`src/inc/dual_osc_pkg.sv`:
```
package dual_osc_pkg;

    // Register indices; byte address is four times the index
    localparam logic [9:0] CTRL_IDX       = 10'h095;
    localparam logic [9:0] STAT_IDX       = 10'h096;

    // Control register field positions
    localparam int         HALT_BIT       = 1;
    localparam int         SRC_BIT        = 2;
    localparam int         MODE_LO        = 3;
    localparam int         MODE_HI        = 4;
    localparam logic [7:0] CTRL_WR_MASK   = 8'h1e;
    localparam logic [7:0] CTRL_RESET     = 8'h00;

    // Status register field positions
    localparam int         ST_RUN_BIT     = 0;
    localparam int         ST_WARM_BIT    = 1;
    localparam int         ST_FAST_BIT    = 2;
    localparam int         ST_SLOW_BIT    = 3;
    localparam int         ST_STATE_LO    = 4;

    // Warm-up lengths, in fast oscillator cycles
    localparam logic [11:0] WARM_RESET_CYC = 12'h800;
    localparam logic [11:0] WARM_WAKE_CYC  = 12'h020;

    // Last slow divider count; slow mode instruction clock is the slow oscillator divided by one more than this
    localparam logic [1:0] SLOW_DIV_LAST  = 2'h3;

    localparam logic [1:0] RESP_OKAY      = 2'h0;
    localparam logic [1:0] RESP_SLVERR    = 2'h2;

    // CPU operating mode field codes
    typedef enum logic [1:0]
    {
        MODE_NORMAL = 2'b00,
        MODE_SLEEP  = 2'b01,
        MODE_GREEN  = 2'b10,
        MODE_RSVD   = 2'b11
    } cpu_mode_t;

    // Sequencer states
    typedef enum logic [1:0]
    {
        ST_WARM  = 2'b00,
        ST_RUN   = 2'b01,
        ST_GREEN = 2'b10,
        ST_SLEEP = 2'b11
    } seq_state_t;

endpackage : dual_osc_pkg

```
`src/hw/dual_osc_clock_control.sv`:
```
// Contract
// - Normal mode instruction clock is fast oscillator divided by build-time 1..128.
// - Slow mode instruction clock is slow oscillator divided by four, always.
// - Halt bit 0 runs the fast oscillator; 1 stops it, slow keeps running.
// - Source select bit 0 picks fast oscillator, 1 picks slow oscillator.
// - CPU mode field: 00 normal, 01 sleep, 10 green, 11 reserved.
// - Slow oscillator stops only in sleep, or green on slow clock without watchdog.
// - Slow oscillator clocks the watchdog and the slow mode system clock.
// - After any reset, execution waits 2048 fast oscillator cycles.
// - Wake-up from sleep waits 32 fast oscillator cycles before execution resumes.
// - Fast oscillator enabled only when the build option selects the internal fast RC.
// - Sleep wake-up clears the sleep bit itself and resumes in normal mode.
// - Green wake-up clears the green bit itself.
// - Green wake-up returns to the clock mode green was entered from.
//
// Register access over AXI4-Lite is this design's own decision.
`timescale 1ns/100ps
module dual_osc_clock_control
    import dual_osc_pkg::*;
#(
    parameter int         FCPU_DIV_LOG2   = 2,
    parameter logic       FAST_RC_OPTION  = 1'b1
)
(
    // Clock and reset
    input  wire logic        aclk,
    input  wire logic        aresetn,
    // AXI4-Lite write address
    input  wire logic [11:0] s_axi_awaddr,
    input  wire logic        s_axi_awvalid,
    output      logic        s_axi_awready,
    // AXI4-Lite write data
    input  wire logic [31:0] s_axi_wdata,
    input  wire logic [3:0]  s_axi_wstrb,
    input  wire logic        s_axi_wvalid,
    output      logic        s_axi_wready,
    // AXI4-Lite write response
    output      logic [1:0]  s_axi_bresp,
    output      logic        s_axi_bvalid,
    input  wire logic        s_axi_bready,
    // AXI4-Lite read address
    input  wire logic [11:0] s_axi_araddr,
    input  wire logic        s_axi_arvalid,
    output      logic        s_axi_arready,
    // AXI4-Lite read data
    output      logic [31:0] s_axi_rdata,
    output      logic [1:0]  s_axi_rresp,
    output      logic        s_axi_rvalid,
    input  wire logic        s_axi_rready,
    // Oscillator ticks, one pulse per oscillator cycle
    input  wire logic        fast_osc_tick,
    input  wire logic        slow_osc_tick,
    // System events
    input  wire logic        wake_event,
    input  wire logic        watchdog_enable,
    // Oscillator enables and derived clocks
    output      logic        fast_osc_en,
    output      logic        slow_osc_en,
    output      logic        cpu_clk_tick,
    output      logic        wdt_clk_tick,
    output      logic        cpu_run
);

    generate
        if (FCPU_DIV_LOG2 < 0 || FCPU_DIV_LOG2 > 7)
        begin : g_bad_div
            $error("FCPU_DIV_LOG2 must lie in 0..7");
        end
    endgenerate

    localparam logic [6:0] DIV_MASK = 7'((8'h01 << FCPU_DIV_LOG2) - 8'h01);

    function automatic logic hits(input logic [11:0] addr, input logic [9:0] idx);
        hits = (addr[11:2] == idx);
    endfunction : hits

    ////////////////////////////////////////////////////////////////////////////
    // State

    logic        halt_q;
    logic        src_q;
    cpu_mode_t   mode_q;
    logic        green_src_q;
    seq_state_t  state_q;
    seq_state_t  state_d;
    logic [11:0] warm_cnt_q;
    logic [6:0]  div_cnt_q;
    logic [1:0]  slow_cnt_q;

    logic        aw_held_q;
    logic        w_held_q;
    logic [11:0] awaddr_q;
    logic [31:0] wdata_q;
    logic        wstrb0_q;

    ////////////////////////////////////////////////////////////////////////////
    // Combinational decode

    wire aw_take    = s_axi_awvalid & s_axi_awready;
    wire w_take     = s_axi_wvalid & s_axi_wready;
    wire ar_take    = s_axi_arvalid & s_axi_arready;
    wire aw_have    = aw_held_q | aw_take;
    wire w_have     = w_held_q | w_take;
    wire do_write   = aw_have & w_have & ~s_axi_bvalid;
    wire [11:0] wr_addr  = aw_held_q ? awaddr_q : s_axi_awaddr;
    wire [31:0] wr_data  = w_held_q ? wdata_q : s_axi_wdata;
    wire        wr_strb0 = w_held_q ? wstrb0_q : s_axi_wstrb[0];
    wire wr_ctrl    = do_write & hits(wr_addr, CTRL_IDX) & wr_strb0;
    wire wr_mapped  = hits(wr_addr, CTRL_IDX) | hits(wr_addr, STAT_IDX);
    wire rd_ctrl    = hits(s_axi_araddr, CTRL_IDX);
    wire rd_stat    = hits(s_axi_araddr, STAT_IDX);

    assign s_axi_awready = ~aw_held_q & ~s_axi_bvalid;
    assign s_axi_wready  = ~w_held_q & ~s_axi_bvalid;
    assign s_axi_arready = ~s_axi_rvalid;

    wire warming    = (state_q == ST_WARM);
    wire running    = (state_q == ST_RUN);
    wire asleep     = (state_q == ST_SLEEP);
    wire in_green   = (state_q == ST_GREEN);
    wire fast_tick  = fast_osc_tick & fast_osc_en;
    wire slow_tick  = slow_osc_tick & slow_osc_en;
    wire warm_done  = fast_tick & (warm_cnt_q == 12'h001);

    wire [7:0] ctrl_rd = {3'h0, mode_q, src_q, halt_q, 1'b0};
    wire [7:0] stat_rd = {2'h0, state_q, slow_osc_en, fast_osc_en, warming, running};

    ////////////////////////////////////////////////////////////////////////////
    // Sequencer

    always_comb
    begin
        state_d = state_q;
        case (state_q)
            ST_WARM:
            begin
                if (warm_done)
                    state_d = ST_RUN;
            end
            ST_RUN:
            begin
                if (mode_q == MODE_SLEEP)
                    state_d = ST_SLEEP;
                else if (mode_q == MODE_GREEN)
                    state_d = ST_GREEN;
            end
            ST_SLEEP:
            begin
                if (wake_event)
                    state_d = ST_WARM;
            end
            ST_GREEN:
            begin
                if (wake_event)
                    state_d = ST_RUN;
            end
            default:
            begin
                state_d = ST_WARM;
            end
        endcase
    end

    always_ff @(posedge aclk)
    begin
        if (!aresetn)
            state_q <= ST_WARM;
        else
            state_q <= state_d;
    end

    always_ff @(posedge aclk)
    begin
        if (!aresetn)
            warm_cnt_q <= WARM_RESET_CYC;
        else if (asleep && wake_event)
            warm_cnt_q <= WARM_WAKE_CYC;
        else if (warming && fast_tick)
            warm_cnt_q <= warm_cnt_q - 12'h001;
    end

    ////////////////////////////////////////////////////////////////////////////
    // Control register

    always_ff @(posedge aclk)
    begin
        if (!aresetn)
        begin
            halt_q      <= CTRL_RESET[HALT_BIT];
            src_q       <= CTRL_RESET[SRC_BIT];
            mode_q      <= cpu_mode_t'(CTRL_RESET[MODE_HI:MODE_LO]);
            green_src_q <= 1'b0;
        end
        else if (wr_ctrl)
        begin
            halt_q <= wr_data[HALT_BIT] & CTRL_WR_MASK[HALT_BIT];
            src_q  <= wr_data[SRC_BIT] & CTRL_WR_MASK[SRC_BIT];
            mode_q <= cpu_mode_t'(wr_data[MODE_HI:MODE_LO]);
        end
        // sleep wake clears bit, normal mode
        else if (asleep && wake_event)
        begin
            mode_q <= MODE_NORMAL;
            src_q  <= 1'b0;
            halt_q <= 1'b0;
        end
        else if (in_green && wake_event)
        begin
            mode_q <= MODE_NORMAL;
            src_q  <= green_src_q;
        end
        else if (running && mode_q == MODE_GREEN)
        begin
            green_src_q <= src_q;
        end
    end

    ////////////////////////////////////////////////////////////////////////////
    // Oscillator enables and clock division

    // Fast oscillator held on through warm-up, else the wait would never end
    // build option gate
    assign fast_osc_en = FAST_RC_OPTION & ~asleep & (warming | ~halt_q);

    assign slow_osc_en = ~asleep & ~(in_green & src_q & ~watchdog_enable);

    assign cpu_run = running;

    always_ff @(posedge aclk)
    begin
        if (!aresetn)
        begin
            div_cnt_q  <= 7'h00;
            slow_cnt_q <= 2'h0;
        end
        else
        begin
            if (fast_tick)
                div_cnt_q <= div_cnt_q + 7'h01;
            if (slow_tick)
                slow_cnt_q <= slow_cnt_q + 2'h1;
        end
    end

    wire fast_div_hit = fast_tick & ((div_cnt_q & DIV_MASK) == DIV_MASK);
    wire slow_div_hit = slow_tick & (slow_cnt_q == SLOW_DIV_LAST);
    wire cpu_tick_d   = running & (src_q ? slow_div_hit : fast_div_hit);

    always_ff @(posedge aclk)
    begin
        if (!aresetn)
        begin
            cpu_clk_tick <= 1'b0;
            wdt_clk_tick <= 1'b0;
        end
        else
        begin
            cpu_clk_tick <= cpu_tick_d;
            wdt_clk_tick <= slow_tick;
        end
    end

    ////////////////////////////////////////////////////////////////////////////
    // AXI4-Lite slave

    always_ff @(posedge aclk)
    begin
        if (!aresetn)
        begin
            aw_held_q    <= 1'b0;
            w_held_q     <= 1'b0;
            awaddr_q     <= 12'h000;
            wdata_q      <= 32'h0000_0000;
            wstrb0_q     <= 1'b0;
            s_axi_bvalid <= 1'b0;
            s_axi_bresp  <= RESP_OKAY;
        end
        else
        begin
            if (aw_take)
                awaddr_q <= s_axi_awaddr;
            if (w_take)
            begin
                wdata_q  <= s_axi_wdata;
                wstrb0_q <= s_axi_wstrb[0];
            end
            if (do_write)
            begin
                aw_held_q    <= 1'b0;
                w_held_q     <= 1'b0;
                s_axi_bvalid <= 1'b1;
                s_axi_bresp  <= wr_mapped ? RESP_OKAY : RESP_SLVERR;
            end
            else
            begin
                aw_held_q <= aw_have;
                w_held_q  <= w_have;
                if (s_axi_bready)
                    s_axi_bvalid <= 1'b0;
            end
        end
    end

    always_ff @(posedge aclk)
    begin
        if (!aresetn)
        begin
            s_axi_rvalid <= 1'b0;
            s_axi_rdata  <= 32'h0000_0000;
            s_axi_rresp  <= RESP_OKAY;
        end
        else if (ar_take)
        begin
            s_axi_rvalid <= 1'b1;
            s_axi_rdata  <= {24'h00_0000, rd_ctrl ? ctrl_rd : (rd_stat ? stat_rd : 8'h00)};
            s_axi_rresp  <= (rd_ctrl | rd_stat) ? RESP_OKAY : RESP_SLVERR;
        end
        else if (s_axi_rready)
        begin
            s_axi_rvalid <= 1'b0;
        end
    end

endmodule : dual_osc_clock_control

```
`config.mk`:
```
export PLATFORM = sky130hd
export DESIGN_NAME = dual_osc_clock_control
export DESIGN_NICKNAME = d
export VERILOG_FILES = /design/src/inc/dual_osc_pkg.sv /design/src/hw/dual_osc_clock_control.sv
export SDC_FILE = /design/constraint.sdc
export NUM_CORES = 1
export LEC_CHECK = 0
export BUFFER_PORTS_ARGS = -buffer_cell sky130_fd_sc_hd__buf_2
export CAP_MARGIN = 40
export CELL_PAD_IN_SITES_DETAIL_PLACEMENT = 0
export CELL_PAD_IN_SITES_GLOBAL_PLACEMENT = 1
export CORE_MARGIN = 8
export CORE_UTILIZATION = 25
export CTS_BUF_LIST = sky130_fd_sc_hd__clkbuf_16
export CTS_CLUSTER_DIAMETER = 30
export CTS_CLUSTER_SIZE = 28
export DETAILED_ROUTE_END_ITERATION = 8
export PLACE_DENSITY_LB_ADDON = 0.05
export SLEW_MARGIN = 25
export SYNTH_ARGS = -nofsm -noshare
export SYNTH_HDL_FRONTEND = slang
export SYNTH_SLANG_ARGS = --single-unit
export TNS_END_PERCENT = 30
```
`constraint.sdc`:
```
create_clock -name aclk -period 2.76 [get_ports aclk]
set_clock_uncertainty 0.2 [all_clocks]
set_input_delay 0.414 -clock aclk [delete_from_list [all_inputs] [get_ports aclk]]
set_output_delay 0.414 -clock aclk [all_outputs]
set_load 0.1 [all_outputs]
```
==> summary.md <==
### Floorplanning
- total I/O pin count: 117
- Die Span X: 117 um
- die height: 117 um
- area of the die: 13,800 um^2
- initial standard-cell utilization of the core: 0.253
- area of the core region: 10,100 um^2
- row count: 37

### GRT
- GRT Resource Usage Total: 0.0989
- busiest metal layer after global routing: met2
- via count of the first global-routing pass: 2,034
- pin count of the biggest net entering global routing: 22
- met3 Resource Use GR: 0.0231
- met2 routing resource usage after global routing: 0.160
- first-pass GRT wire length: 10.5 mm
- fraction of met1 tracks used by global routing: 0.127
- antenna violations before repair: 0
- remaining global-route overflow: 0

### Critical path
- Max Fanout on Critical Path: 11
- sort of element at the end of the critical path: output pin
- cell chain of the critical path: nor2_1, or2_2, buf_2
- Max stage delay on crit path: 0.62 ns
- path depth of the worst reg2reg path: 6
- arrival time worst endpoint: 1.70 ns
- register-to-register setup slack: 0.73 ns
- launching element of the worst setup path: state_q[1]
- slowest CP cell: dfxtp_1
- Critical Path Stages: 3
- CP top delay family: flip-flops
- R2R Path Start: awaddr_q[7]
- type of the setup path with the least slack: reg2out
- type of element launching the critical path: register
- required time of the worst setup path: 2.15 ns
- Buf+Inv Stages, Crit Path: 1
- RR Endpoint: green_src_q

### STA
- final worst slack: 0.447 ns
- final cycle utilization of the critical path: 0.838
- Final Setup Violations: 0
- setup repair after global routing missed its margin: false
- Slew @ Worst Pin: 0.533 ns
- worst slew margin relative to its limit: 0.644
- Period minus WS final: 2.31 ns
- Fin Setup TNS: 0 ns
- Fmax: 432 MHz
- tightest hold margin: 0.102 ns
- count of pins over their slew limit: 0
- final hold violation count: 0

### Detailed routing
- detail-routed net length per standard cell: 13.4 um
- overall routed net length: 6.50 mm
- Via Count: 2,059
- 1st-pass router iterations: 4
- number of vias per cell after detailed routing: 4.23
- Remaining DRCs: 0
- number of nets still failing antenna checks after routing: 0
- Iteration-0 DRC Markers: 60

### Clock network
- cells resized by post-CTS repair: 0
- total number of H-tree levels: 2
- # hold bufs at CTS: 0
- maximum number of buffers from clock root to sink: 2
- Clock Sink Count: 52
- # Post-CTS Setup Buffers: 0
- register clock-pin slew on the reported worst setup and hold paths: 0.07 ns
- Num CTS Buffers: 5
- CTS tree: yes
- clock latency reported for the late side of the worst-skew pair: 0.29 ns
- clock root buffer: clkbuf_16

### Pwr
- switching share of power: 0.367
- Net Sw Power: 741 uW
- share of power burned in combinational logic: 0.268
- P per Cell Area: 673 nW/um^2
- cell internal power dissipation: 1280 uW
- clock share of power: 0.301
- largest vdd supply drop: 0.228 mV
- Flop pwr share: 0.431
- leakage component of the power: 0.00125 uW

### Place
- detailed placement HPWL: 4.87 mm
- worst setup slack after placement: 0.130 ns
- placed instance area: 2860 um^2
- Port Buffer Count: 53
- gpl congestion: 0.699

### Hold path
- Hold Path Origin: s_axi_rready
- Hold Path Sink: s_axi_rvalid
- worst hold path stage count: 2
- class of the worst hold path: in2reg

### Cells and area
- ratio of cells with drive above 1 in the final layout: 0.228
- Layout Nets: 425
- Ant. Diodes: 0
- post-route design area: 3000 um^2
- Layout area overhead: 16.9%
- commonest cells after routing, fill and taps aside: buf_2, dfxtp_1, nand2_1
- fillers: 1,128
- post-layout util: 0.296
- most common cell after layout, fill and taps aside: buf_2

### Synthesis
- number of enable flip-flop cells after synthesis: 0
- area share of the largest cell type after synthesis: 0.406
- count of unique library cells instantiated by Yosys: 48
- share of the yosys chip area belonging to registers: 0.406
- Synth Instances: 297
- mean cell area of the mapped netlist: 8.63 um^2
- netlist area before placement: 2560 um^2
- number of flip-flops and latches in the synthesized netlist: 52
- top cells by area, synth: dfxtp_1, buf_4, nand2_1
- largest area contributor in the netlist: dfxtp_1
- count of warnings emitted by yosys: 0
- ys flop type: dfxtp_1
- fraction of registers with async set or reset after synthesis: 0

### Flow run
- max-cap viol count: 0

### Outcome
- run status: completed

## routing by layer
layer  vias up  share of wire
met5         -              0
met4         0          0.010
met3         7          0.050
met2        39           0.46
met1       948           0.48
li1       1065              -
## logic make-up after synthesis
logic type,share of synthesized area
adders and majority gates,0.0195
DFF,0.406
AOI/OAI and AO/OA,0.124
and+or+nand+nor,0.232
buffers and inverters,0.123
other,0.00146
muxes,0.0454
xor gates and xnor gates,0.0478
## final cells by class
type / instances / area (um^2) / area share
multi-input cells: 226 / 1310 / 0.438
inverters: 6 / 22.5 / 0.00752
well taps: 136 / 170 / 0.0568
clock buffers: 5 / 125 / 0.0418
repair buffers: 59 / 310 / 0.104
flip-flops and latches: 52 / 1040 / 0.347
clock inverters: 3 / 13.8 / 0.00459
## synth_stat cells, types with 2 or more instances
| master | instances |
|---|---|
| ha_1 | 4 |
| nand3b_1 | 4 |
| xnor2_1 | 7 |
| nand3_1 | 8 |
| o31ai_1 | 2 |
| o21ai_0 | 7 |
| a32oi_1 | 2 |
| inv_1 | 5 |
| a21oi_1 | 22 |
| nor4_1 | 3 |
| and3b_2 | 2 |
| mux2i_1 | 6 |
| xor2_1 | 7 |
| clkbuf_1 | 10 |
| a22o_1 | 2 |
| and3_1 | 2 |
| a22oi_1 | 4 |
| nor4b_1 | 2 |
| nand2b_1 | 2 |
| and2_1 | 2 |
| nand2_1 | 38 |
| dfxtp_1 | 52 |
| nor3_1 | 6 |
| a211oi_1 | 4 |
| nor2b_1 | 4 |
| mux2_2 | 5 |
| nor3b_1 | 3 |
| nor2_1 | 35 |
| buf_4 | 28 |
## power by group through the flow
| stage | Sequential [uW] | Clock (uW) | Combinational [uW] |
|---|---|---|---|
| 2_1_floorplan | 912 | 0 | 459 |
| 3_3_place_gp | 886 | 0 | 544 |
| 3_5_place_dp | 886 | 0 | 544 |
| 4_1_cts | 869 | 641 | 546 |
| 5_1_grt | 879 | 674 | 586 |
| 6_report | 868 | 608 | 541 |
## how the worst max path moves through the flow
stage / to
2_1_floorplan: awaddr_q[2]
3_3_place_gp: green_src_q
3_5_place_dp: green_src_q
4_1_cts: green_src_q
5_1_grt: fast_osc_en
6_report: fast_osc_en
## worst register-to-register path: cells and delay by family (launching register included)
kind / cells / cell delay [ns]
compound gates: 3 / 0.57
buf+inv: 1 / 0.20
simple gates: 2 / 0.68
flops: 1 / 0.31
## stage by stage
| stage | cells | total power, uW |
|---|---|---|
| floorplan | 324 | 1370 |
| global placement | 479 | 1430 |
| detailed placement | 479 | 1430 |
| CTS | 487 | 2060 |
| global route | 487 | 2140 |
| finish | 487 | 2020 |
## state kept, by name, indices dropped and copies added, names as in the netlist
signal / count
warm_cnt_q: 12
awaddr_q: 10
s_axi_rdata: 6
wdata_q: 4
div_cnt_q: 2
mode_q: 2
slow_cnt_q: 2
state_q: 2
aw_held_q: 1
cpu_clk_tick: 1
green_src_q: 1
halt_q: 1
s_axi_bresp: 1
s_axi_bvalid: 1
s_axi_rresp: 1
s_axi_rvalid: 1
src_q: 1
w_held_q: 1
wdt_clk_tick: 1
wstrb0_q: 1
Note: power is estimated with default switching activity, not from simulation.
